## src/mode_regs_consts.svh

```systemverilog
/*
 * Constants for the fieldbus slave mode control registers.
 * Assumes inclusion by its bare name from the top module and the testbench top.
 */
// Operation
// Low config byte bit 7 freeze supported, bit 6 sync supported.
// Early-ready bit clear: ready on data valid; set: one clock earlier.
// Interrupt polarity bit: 0 active low output, 1 active high.
// Station delay default select: 0 pure slave, 1 combined operation.
// Watchdog tick 10 ms when bit clear, 1 ms when set.
// Stop-bit check disable bit switches stop-bit monitoring off.
// Start-bit check disable bit switches start-bit monitoring off.
// Received parameter telegram overwrites both check disable bits.
// High byte bit 15 reserved; bit 14 enables redundancy command.
// Fail-safe clear bit accepts zero-length data exchange telegrams.
// Special parameter buffer bit stores parameters directly there.
// Extended parameter bit activates service access point 53.
// User timer tick 1 ms when clear, 10 ms when set.
// After acknowledge, interrupt inactive at least 1 us or 1 ms.
// Slave protocol enable bit sets up all protocol access points.
// Control register written at set and clear addresses by ones.
// Watchdog reload bit loads user watchdog, then self-clears.
// Configuration accepted swaps buffers only if swap enable set.
// Leave-master request moves state machine to wait-parameters.
// Go-offline finishes current request, enters offline, self-clears.
// End-of-interrupt deasserts interrupt output and self-clears.
// Controller start leaves offline, starts timers, clears go-offline.
// Host writes config only offline, before starting controller.
// Zero bits and reserved positions of control writes are ignored.
`ifndef MODE_REGS_CONSTS_SVH
`define MODE_REGS_CONSTS_SVH
`define OFS_CFG_LOW      8'h06
`define OFS_CFG_HIGH     8'h07
`define OFS_CTRL_SET     8'h08
`define OFS_CTRL_CLR     8'h09
`define OFS_STATUS       8'h0c
`define OFS_WD_VALUE     8'h10
`define CFG_RESET        16'h0100
`define CFG_WR_MASK      16'h7fff
`define CTRL_MASK        8'h3f
`define B_START          0
`define B_EOI            1
`define B_OFFL           2
`define B_LEAVE          3
`define B_SWAP           4
`define B_WDRL           5
`define B_EARLY          5
`define B_POL            4
`define B_STOPDIS        1
`define B_STARTDIS       0
`define B_EOI_BASE       9
`define CLK_MHZ          40
`define T_US_NS          1000
`define T_MS_NS          1000000
`define CYC_US           (`T_US_NS * `CLK_MHZ / 1000)
`define CYC_MS           (`T_MS_NS * `CLK_MHZ / 1000)
`define RESP_OKAY        2'b00
`define RESP_SLVERR      2'b10
`endif

```

## src/mode_regs_pkg.sv

```systemverilog
/*
 * Types for the mode control registers.
 * Assumes the constants header is available.
 */
package mode_regs_pkg;
  typedef enum logic [1:0] {
    PS_OFFLINE  = 2'b00,
    PS_IDLE     = 2'b01,
    PS_DRAIN    = 2'b10
  } run_state_t;
  typedef struct packed {
    logic [1:0] st;
    logic       online;
  } status_t;
endpackage : mode_regs_pkg

```

## src/fieldbus_slave_mode_registers.sv

```systemverilog
/*
 * Mode control register bank with AXI4-Lite slave.
 * Assumes protocol engine signals are synchronous to clk_sys.
 */
`timescale 1ns/10ps
`default_nettype none
`include "mode_regs_consts.svh"
module fieldbus_slave_mode_registers
  import mode_regs_pkg::*;
#(
  parameter int unsigned MS_CYCLES = `CYC_MS
)(
  input  wire logic        clk_sys,
  input  wire logic        rstn,
  input  wire logic [7:0]  s_awaddr,
  input  wire logic        s_awvalid,
  output logic             s_awready,
  input  wire logic [31:0] s_wdata,
  input  wire logic [3:0]  s_wstrb,
  input  wire logic        s_wvalid,
  output logic             s_wready,
  output logic [1:0]       s_bresp,
  output logic             s_bvalid,
  input  wire logic        s_bready,
  input  wire logic [7:0]  s_araddr,
  input  wire logic        s_arvalid,
  output logic             s_arready,
  output logic [31:0]      s_rdata,
  output logic [1:0]       s_rresp,
  output logic             s_rvalid,
  input  wire logic        s_rready,
  input  wire logic        irq_request,
  input  wire logic        prm_received,
  input  wire logic [1:0]  prm_check_bits,
  input  wire logic        cfg_okay_cmd,
  input  wire logic        request_busy,
  output logic             irq_out,
  output logic [15:0]      mode_config,
  output logic             buffer_swap,
  output logic             leave_master_request,
  output logic             timers_start,
  output logic             early_ready,
  output logic [15:0]      user_watchdog_counter,
  output logic             controller_online
);

  // ****************************************************
  // Bus write channel
  // ****************************************************
  function automatic logic sel(input logic [7:0] a, input logic [7:0] o);
    sel = (a[7:2] == o[7:2]) && (a[1:0] == o[1:0]);
  endfunction : sel

  logic [7:0]  awa_q, awa_d;
  logic        awh_q, awh_d;
  logic [31:0] wd_q, wd_d;
  logic        wh_q, wh_d;
  logic        bv_q, bv_d;
  logic [1:0]  br_q, br_d;
  logic        wr_fire;
  logic        wr_ok;

  // Byte offsets are not word aligned, so each offset is a word index
  function automatic logic hit(input logic [7:0] a, input logic [7:0] o);
    hit = (a[1:0] == 2'b00) && sel({2'b00, a[7:2]}, o);
  endfunction : hit

  assign wr_fire = awh_q && wh_q && !bv_q;
  assign wr_ok   = hit(awa_q, `OFS_CFG_LOW) || hit(awa_q, `OFS_CFG_HIGH)
                || hit(awa_q, `OFS_CTRL_SET) || hit(awa_q, `OFS_CTRL_CLR)
                || hit(awa_q, `OFS_WD_VALUE);

  always_comb
  begin
    awa_d = awa_q;
    awh_d = awh_q;
    wd_d  = wd_q;
    wh_d  = wh_q;
    bv_d  = bv_q;
    br_d  = br_q;
    if (s_awvalid && !awh_q)
    begin
      awa_d = s_awaddr;
      awh_d = 1'b1;
    end
    if (s_wvalid && !wh_q)
    begin
      wd_d = s_wstrb[0] ? s_wdata : 32'h0000_0000;
      wh_d = 1'b1;
    end
    if (wr_fire)
    begin
      awh_d = 1'b0;
      wh_d  = 1'b0;
      bv_d  = 1'b1;
      br_d  = wr_ok ? `RESP_OKAY : `RESP_SLVERR;
    end
    else if (bv_q && s_bready)
      bv_d = 1'b0;
  end

  always_ff @(posedge clk_sys or negedge rstn)
  begin
    if (!rstn)
    begin
      awa_q <= 8'h00;
      awh_q <= 1'b0;
      wd_q  <= 32'h0000_0000;
      wh_q  <= 1'b0;
      bv_q  <= 1'b0;
      br_q  <= 2'b00;
    end
    else
    begin
      awa_q <= awa_d;
      awh_q <= awh_d;
      wd_q  <= wd_d;
      wh_q  <= wh_d;
      bv_q  <= bv_d;
      br_q  <= br_d;
    end
  end

  // ****************************************************
  // Mode state
  // ****************************************************
  logic [15:0] cfg_q, cfg_d;
  logic [7:0]  ctl_q, ctl_d;
  logic [15:0] wdv_q, wdv_d;
  logic [15:0] wdc_q, wdc_d;
  run_state_t  st_q, st_d;
  logic        irq_q, irq_d;
  logic        swp_q, swp_d;
  logic        lvm_q, lvm_d;
  logic        tst_q, tst_d;
  logic [31:0] hold_q, hold_d;
  logic [7:0]  wb;
  logic        cw_lo, cw_hi, cw_set, cw_clr;

  assign wb     = wd_q[7:0];
  assign cw_lo  = wr_fire && hit(awa_q, `OFS_CFG_LOW);
  assign cw_hi  = wr_fire && hit(awa_q, `OFS_CFG_HIGH);
  assign cw_set = wr_fire && hit(awa_q, `OFS_CTRL_SET);
  assign cw_clr = wr_fire && hit(awa_q, `OFS_CTRL_CLR);

  always_comb
  begin
    cfg_d  = cfg_q;
    ctl_d  = ctl_q;
    wdv_d  = wdv_q;
    wdc_d  = wdc_q;
    st_d   = st_q;
    irq_d  = irq_q;
    swp_d  = 1'b0;
    lvm_d  = 1'b0;
    tst_d  = 1'b0;
    hold_d = (hold_q != 32'h0000_0000) ? hold_q - 32'h0000_0001 : hold_q;
    // Config writes only land while offline, as the host must ensure
    if (cw_lo && st_q == PS_OFFLINE)
      cfg_d[7:0] = wb;
    if (cw_hi && st_q == PS_OFFLINE)
      cfg_d[15:8] = wb & 8'(`CFG_WR_MASK >> 8);
    // In slave mode a parameter telegram rewrites the check disables
    if (prm_received && cfg_q[8])
    begin
      cfg_d[`B_STOPDIS]  = prm_check_bits[1];
      cfg_d[`B_STARTDIS] = prm_check_bits[0];
    end
    if (wr_fire && hit(awa_q, `OFS_WD_VALUE))
      wdv_d = wd_q[15:0];
    if (cw_set)
      ctl_d = ctl_q | (wb & `CTRL_MASK);
    if (cw_clr)
      ctl_d = ctl_d & ~(wb & `CTRL_MASK);
    if (ctl_q[`B_WDRL])
    begin
      wdc_d = wdv_q;
      ctl_d[`B_WDRL] = 1'b0;
    end
    else if (wdc_q != 16'h0000)
      wdc_d = wdc_q - 16'h0001;
    if (cfg_okay_cmd)
      swp_d = ctl_q[`B_SWAP];
    if (ctl_q[`B_LEAVE])
    begin
      lvm_d = 1'b1;
      ctl_d[`B_LEAVE] = 1'b0;
    end
    if (ctl_q[`B_EOI])
    begin
      irq_d = 1'b0;
      ctl_d[`B_EOI] = 1'b0;
      hold_d = cfg_q[`B_EOI_BASE] ? MS_CYCLES
                                  : 32'(`CYC_US);
    end
    else if (irq_request && hold_q == 32'h0000_0000)
      irq_d = 1'b1;
    unique case (st_q)
      PS_OFFLINE:
        if (ctl_q[`B_START])
        begin
          st_d  = PS_IDLE;
          tst_d = 1'b1;
          ctl_d[`B_OFFL]  = 1'b0;
        end
      PS_IDLE:
        if (ctl_q[`B_OFFL])
          st_d = request_busy ? PS_DRAIN : PS_OFFLINE;
      PS_DRAIN:
        if (!request_busy)
          st_d = PS_OFFLINE;
      default:
        st_d = PS_OFFLINE;
    endcase
    // Start stays set while online; dropped on entry so offline sticks
    if (st_q != PS_OFFLINE && st_d == PS_OFFLINE)
    begin
      ctl_d[`B_OFFL]  = 1'b0;
      ctl_d[`B_START] = 1'b0;
    end
  end

  always_ff @(posedge clk_sys or negedge rstn)
  begin
    if (!rstn)
    begin
      cfg_q  <= `CFG_RESET;
      ctl_q  <= 8'h00;
      wdv_q  <= 16'h0000;
      wdc_q  <= 16'h0000;
      st_q   <= PS_OFFLINE;
      irq_q  <= 1'b0;
      swp_q  <= 1'b0;
      lvm_q  <= 1'b0;
      tst_q  <= 1'b0;
      hold_q <= 32'h0000_0000;
    end
    else
    begin
      cfg_q  <= cfg_d;
      ctl_q  <= ctl_d;
      wdv_q  <= wdv_d;
      wdc_q  <= wdc_d;
      st_q   <= st_d;
      irq_q  <= irq_d;
      swp_q  <= swp_d;
      lvm_q  <= lvm_d;
      tst_q  <= tst_d;
      hold_q <= hold_d;
    end
  end

  // ****************************************************
  // Read channel and outputs
  // ****************************************************
  logic        rv_q, rv_d;
  logic [31:0] rd_q, rd_d;
  logic [1:0]  rr_q, rr_d;
  logic        io_q, io_d;
  status_t     sts;

  assign sts.st     = st_q;
  assign sts.online = (st_q != PS_OFFLINE);
  // Output polarity follows the config bit, registered for a clean pin
  assign io_d = cfg_q[`B_POL] ? irq_d : ~irq_d;

  always_comb
  begin
    rv_d = rv_q;
    rd_d = rd_q;
    rr_d = rr_q;
    if (s_arvalid && !rv_q)
    begin
      rv_d = 1'b1;
      rr_d = `RESP_OKAY;
      rd_d = 32'h0000_0000;
      if (hit(s_araddr, `OFS_CFG_LOW))
        rd_d[7:0] = cfg_q[7:0];
      else if (hit(s_araddr, `OFS_CFG_HIGH))
        rd_d[7:0] = cfg_q[15:8];
      else if (hit(s_araddr, `OFS_CTRL_SET) || hit(s_araddr, `OFS_CTRL_CLR))
        rd_d[7:0] = ctl_q;
      else if (hit(s_araddr, `OFS_STATUS))
        rd_d[2:0] = sts;
      else if (hit(s_araddr, `OFS_WD_VALUE))
        rd_d = {wdc_q, wdv_q};
      else
        rr_d = `RESP_SLVERR;
    end
    else if (rv_q && s_rready)
      rv_d = 1'b0;
  end

  always_ff @(posedge clk_sys or negedge rstn)
  begin
    if (!rstn)
    begin
      rv_q <= 1'b0;
      rd_q <= 32'h0000_0000;
      rr_q <= 2'b00;
      io_q <= 1'b1;
    end
    else
    begin
      rv_q <= rv_d;
      rd_q <= rd_d;
      rr_q <= rr_d;
      io_q <= io_d;
    end
  end

  assign s_awready             = !awh_q;
  assign s_wready              = !wh_q;
  assign s_bvalid              = bv_q;
  assign s_bresp               = br_q;
  assign s_arready             = !rv_q;
  assign s_rvalid              = rv_q;
  assign s_rdata               = rd_q;
  assign s_rresp               = rr_q;
  assign irq_out               = io_q;
  assign mode_config           = cfg_q;
  assign early_ready           = cfg_q[`B_EARLY];
  assign buffer_swap           = swp_q;
  assign leave_master_request  = lvm_q;
  assign timers_start          = tst_q;
  assign user_watchdog_counter = wdc_q;
  assign controller_online     = sts.online;

endmodule : fieldbus_slave_mode_registers
`default_nettype wire

```

## config.mk

```make
export PLATFORM = sky130hd
export DESIGN_NAME = fieldbus_slave_mode_registers
export DESIGN_NICKNAME = d
export VERILOG_FILES = /design/src/mode_regs_pkg.sv /design/src/fieldbus_slave_mode_registers.sv
export VERILOG_INCLUDE_DIRS = /design/src
export SDC_FILE = /design/constraint.sdc
export NUM_CORES = 1
export LEC_CHECK = 0
export BUFFER_PORTS_ARGS = -buffer_cell sky130_fd_sc_hd__buf_2
export CAP_MARGIN = 20
export CORE_MARGIN = 4
export CORE_UTILIZATION = 60
export DETAILED_ROUTE_END_ITERATION = 16
export PLACE_DENSITY_LB_ADDON = 0.12
export SLEW_MARGIN = 25
export SYNTH_ARGS = -nofsm -noshare
export SYNTH_HDL_FRONTEND = slang
export SYNTH_SLANG_ARGS = --single-unit
```

## constraint.sdc

```tcl
create_clock -name clk_sys -period 7.5 [get_ports clk_sys]
set_clock_uncertainty 0.2 [all_clocks]
set_input_delay 0.75 -clock clk_sys [delete_from_list [all_inputs] [get_ports clk_sys]]
set_output_delay 0.75 -clock clk_sys [all_outputs]
set_load 0.02 [all_outputs]
```

* After elaboration in Yosys (flattened, before gate mapping)
Cells that the tools add are included.
** Storage, ports and cells
- Flip-flop bits (word level) :: 158
- Output and inout port bits :: 79
** Operators by class
- Add/subtract/negate cells :: 2
- Eq/ne operators :: 15
- Multiplexer cells :: 52
- Bitwise gates (word level) :: 4
- Reduce and logical (&&, ||, !) cells :: 65
** Operators by type and width (count)
- 32-bit two-way mux :: 3
- 24-bit two-way mux :: 3
- 16-bit two-way mux :: 4
- 8-bit two-way mux :: 5
- 1-bit logical AND :: 39
- 32-bit zero test :: 1
- 32-bit nonzero test :: 1
- 32-bit by 1-bit subtractor with 32-bit output, second input constant :: 1
- 29-bit two-way mux :: 1
- 2-bit two-way mux :: 12
- 1-bit two-way mux :: 22
- 16-bit nonzero test :: 1
- 2-bit nonzero test :: 8
- 16-bit by 1-bit subtractor with 16-bit output, second input constant :: 1
- 4-bit by 2-bit == test with 1-bit output, second input constant :: 3
- 2-bit zero test :: 6
- 2-bit == test, second input constant :: 5
- 8-bit bitwise AND :: 1
- 4-bit by 1-bit == test with 1-bit output, second input constant :: 2
- 4-bit by 3-bit == test with 1-bit output, second input constant :: 2
- 6-bit NOT with 8-bit output :: 1
- 8-bit by 6-bit bitwise OR with 8-bit output :: 1
- 2-bit by 1-bit == test with 1-bit output, second input constant :: 3
- 2-bit case mux with 3 select lines :: 1
- other kinds (4) :: 11

* Longest topological paths before layout
- Depth in word-level cells :: 10
- Mapped depth :: 9
- Depth with buffers taken out :: 7

* Worst setup path after synthesis
OpenSTA, ideal clock, no wires.
- Kind :: flip-flop to flip-flop
- Start point :: register hold_q[14]
- End point :: register hold_q[11]
- Setup time :: 0.124 ns
- Arrival time :: 2.344 ns
- Required time :: 7.176 ns
- Path slack :: 4.832 ns
- Cell stages (with the launch flop) :: 8
- Period minus slack after synthesis :: 2.668 ns
- Path through :: dfrtp_1 > or4_1 > buf_2 > or4_4 > buf_6 > o41ai_4 > nor4_1 > o31a_1
** Between the ends
- Longest elaborated chain between the ends :: 2
** Ends and longest elaborated chain
- from (decl) :: line fieldbus_slave_mode_registers.sv:136 : logic [31:0] hold_q, hold_d;
- from (signal assigned) :: line fieldbus_slave_mode_registers.sv:249 : hold_q <= hold_d;
- 32-bit nonzero test :: line fieldbus_slave_mode_registers.sv:157 : hold_d = (hold_q != 32'h0000_0000) ? hold_q - 32'h0000_0001 : hold_q;
- 2-bit nonzero test (no line)
No other way between the ends.
A chain may end at the register's enable or synchronous reset.

* Final worst setup path
- Start point :: register hold_q[22]
- End point :: register hold_q[6]
The elaborated chain is that of the path after synthesis.

==> flow_summary.yaml <==
critical_path:
  crit_chain: "or3_1 -> or4_1 -> nor4_4 -> buf_4 -> nor4_1 -> o31a_1"
  setup.worst_path.end_class: "flip-flop"
  slowest_delay_ps: 710
  reg2regPathDepth: 6
  crit_slowest_cell: "nor4_4"
  crit_type: "flip-flop to flip-flop"
  cp.arrival_ps: 3360
  path_max_fanout: 16
  startpoint_type: "flip-flop"
  critPathRequiredTime_ps: 7610
cells_and_area:
  antenna_cells: 0
  area_growth_pct: 17.0
  drive_gt1_share_pct: 25.2
  final_net_count: 903
cts:
  path_clk_slew_ps: 60
  clk_latency_ps: 420
  cts_tree: "built"
  h-tree-depth: 4
  cts_setup_buffers: 0
  cts_sinks: 154
  clock_path_buffers: 2
  cts_buffers: 17
  root_buffer: "clkbuf_16"
  post_cts_resized: 0
  cts_hold_buf: 0
sta:
  fin_tns_setup_ps: 0
  worst_slew_pin_slew_ps: 822
  relSlewSlack_pct: 45.1
  drv_slew: 0
  fin_crit_ps: 3260
  fin_crit_sh_pct: 43.4
  hold_viol: 0
  finalSetupViolCount: 0
  rsz0062_at_grt: "no"
  max_clock_freq_ghz: 0.307
drt:
  ant_nets: 0
  drtPass1Iterations: 5
  drc: 0
  wl_per_cell_microns: 17.3
  m1WireLength_microns: 7850
  vias_per_cell: 6.03
  dr.first_iter.drc_count: 486
  num_vias: 5971
  wl_microns: 17200
  highest_layer: "met4"
  dr_wl_met2_microns: 7860
  dr_wl_met3_microns: 1240
global_route:
  gr-usage-all-layers_pct: 25.8
  first_global_vias: 5826
  antenna_found_initial: 0
  grt_max_degree: 80
  overflow: 0
  grt_pass1_wl_microns: 29200
yosys:
  syn_inst: 727
  ys_ff_latch: 154
  yosysSeqAreaShare_pct: 53.3
  yosys_warnings: 0
  syn_avg_cell_area_sq_um: 9.96
  async_flop_share_pct: 100
  synth_area_leaders: "dfrtp_1 (53%), mux2_2 (6.2%), nand2_1 (5.5%)"
  yosysTopAreaCell: "dfrtp_1"
  netlist.area_leader.share_pct: 52.5
  synth_edf_count: 0
  ys.flop_type: "dfrtp_1"
  ys_types: 61
  synth_area_sq_um: 7240
die:
  die_area_sq_um: 13900
  die_y_microns: 118
  core_region_area_sq_um: 11600
  rows: 39
  io_pins: 144
  die_w_microns: 118
  initial_core_util_pct: 62.3
placed_design:
  dp_hpwl_microns: 11800
  portBuffers: 121
  gp_congestion: 0.863
pwr:
  peakVddDrop_mv: 0.280
  p_total_mw: 2.92
  powerDensity_nw_per_um2: 345
  p_leak_nw: 4.09
flow_run:
  drv_cap: 0
status:
  status: "completed"
worst_hold_path:
  min_path_type: "input pin to async pin"
[state kept, by name, summed over array words and instances, names as in the netlist, 2 cells and up, named ones only]
name	flops
mode_config	15
hold_q	32
s_rdata	32
ctl_q	5
awa_q	8
st_q	2
wdv_q	16
wd_q	16
user_watchdog_counter	16
[cells in the mapped netlist (all sizes together) (3+ instances only)]
cell and instances:
dfrtp 152, nand2 106, nor2 54, mux2 40
a21oi 39, o21ai 37, nand3 34, clkbuf 29
nor4 20, or3 20, inv 18, nor3 18
or4 13, buf 11, nor2b 9, and3 8
xor2 8, a211oi 7, o31ai 7, a22oi 6
mux2i 6, nor3b 6, o31a 6, xnor2 6
nand2b 5, and2 4, o41ai 4, or2 4
a2111oi 3, ha 3, nor4b 3, nor4bb 3
o2111ai 3, o211ai 3, o21a 3, o22ai 3
o311ai 3
[final cells by class]
class | count | area [sq um]
multi-input combinational | 516 | 3150
fill | 862 | 3150
tap | 143 | 179
timing repair buffer | 127 | 661
inverter | 19 | 71.3
clock buffer | 17 | 425
clock inverter | 15 | 128
sequential | 154 | 3860
[worst paths after layout]
| check | startpoint | slack [ps] | end |
|---|---|---|---|
| worst max register to register | hold_q[22] | 4240 | hold_q[6] |
| max in group asynchronous | rstn | 5820 | hold_q[31] |
| worst max-delay path | hold_q[22] | 4240 | hold_q[6] |
| worst min-delay path | rstn | 140 | s_rdata[26] |
| min in group clk_sys | ctl_q[3] | 250 | leave_master_request |
| worst min register to register | ctl_q[3] | 250 | leave_master_request |
[cells by family (layout without fill, tap and decap cells)]
group / count (synthesis) / in the layout / synth area share (%)
xor+xnor: 14 / 14 / 1.69
other cells: 1 / 3 / 0.0518
mux: 46 / 46 / 7.05
fa+ha+maj: 3 / 3 / 0.518
compound gates: 135 / 135 / 12.0
buf+inv: 59 / 178 / 3.51
simple gates: 315 / 315 / 21.9
flops: 154 / 154 / 53.3
[metal layers]
layer,GRT usage (%),vias up
li1,-,2821
met2,38.2,222
met5,0,-
met1,37.3,2907
met3,6.68,21
met4,9.01,0
[power breakdown]
group | switching [mW] | internal [mW] | total, mW | leakage, nW
Clock | 0.347 | 0.454 | 0.801 | 0.261
Sequential | 0.286 | 1.06 | 1.35 | 2.00
Combinational | 0.444 | 0.327 | 0.771 | 1.83
[cell usage in the layout, fill, tap and decap left out, drive strengths merged, types with 6 or more instances in the layout]
master | Yosys | final
a22oi | 6 | 6
buf | 11 | 127
nor2 | 54 | 54
nor4 | 20 | 20
mux2 | 40 | 40
xor2 | 8 | 8
mux2i | 6 | 6
clkbuf | 29 | 17
a211oi | 7 | 7
nand3 | 34 | 34
o31ai | 7 | 7
xnor2 | 6 | 6
and3 | 8 | 8
or3 | 20 | 20
nor2b | 9 | 9
inv | 18 | 19
nor3b | 6 | 6
nand2 | 106 | 106
o21ai | 37 | 37
clkinv | 1 | 9
o31a | 6 | 6
nor3 | 18 | 18
a21oi | 39 | 39
or4 | 13 | 13
dfrtp | 152 | 152
[per-stage QoR]
stage	utilization, %	worst slack, ps	cells	area [sq um]	hold slack [ps]
5_1_grt	72.9	4050	991	8470	183
2_1_floorplan	-	4830	729	7250	175
4_1_cts	72.9	4250	991	8460	162
3_5_place_dp	68.1	4280	959	7910	223
6_report	72.9	4240	991	8470	136
3_3_place_gp	68.1	4320	959	7910	226
[critical path, delay by kind of cell, from the launching register on]
kind,cells,cell delay (ps)
and+or+nand+nor,4,1900
AOI/OAI and AO/OA,1,280
buffers and inverters,1,340
DFF,1,410
Power figures use the tool's default switching activity.
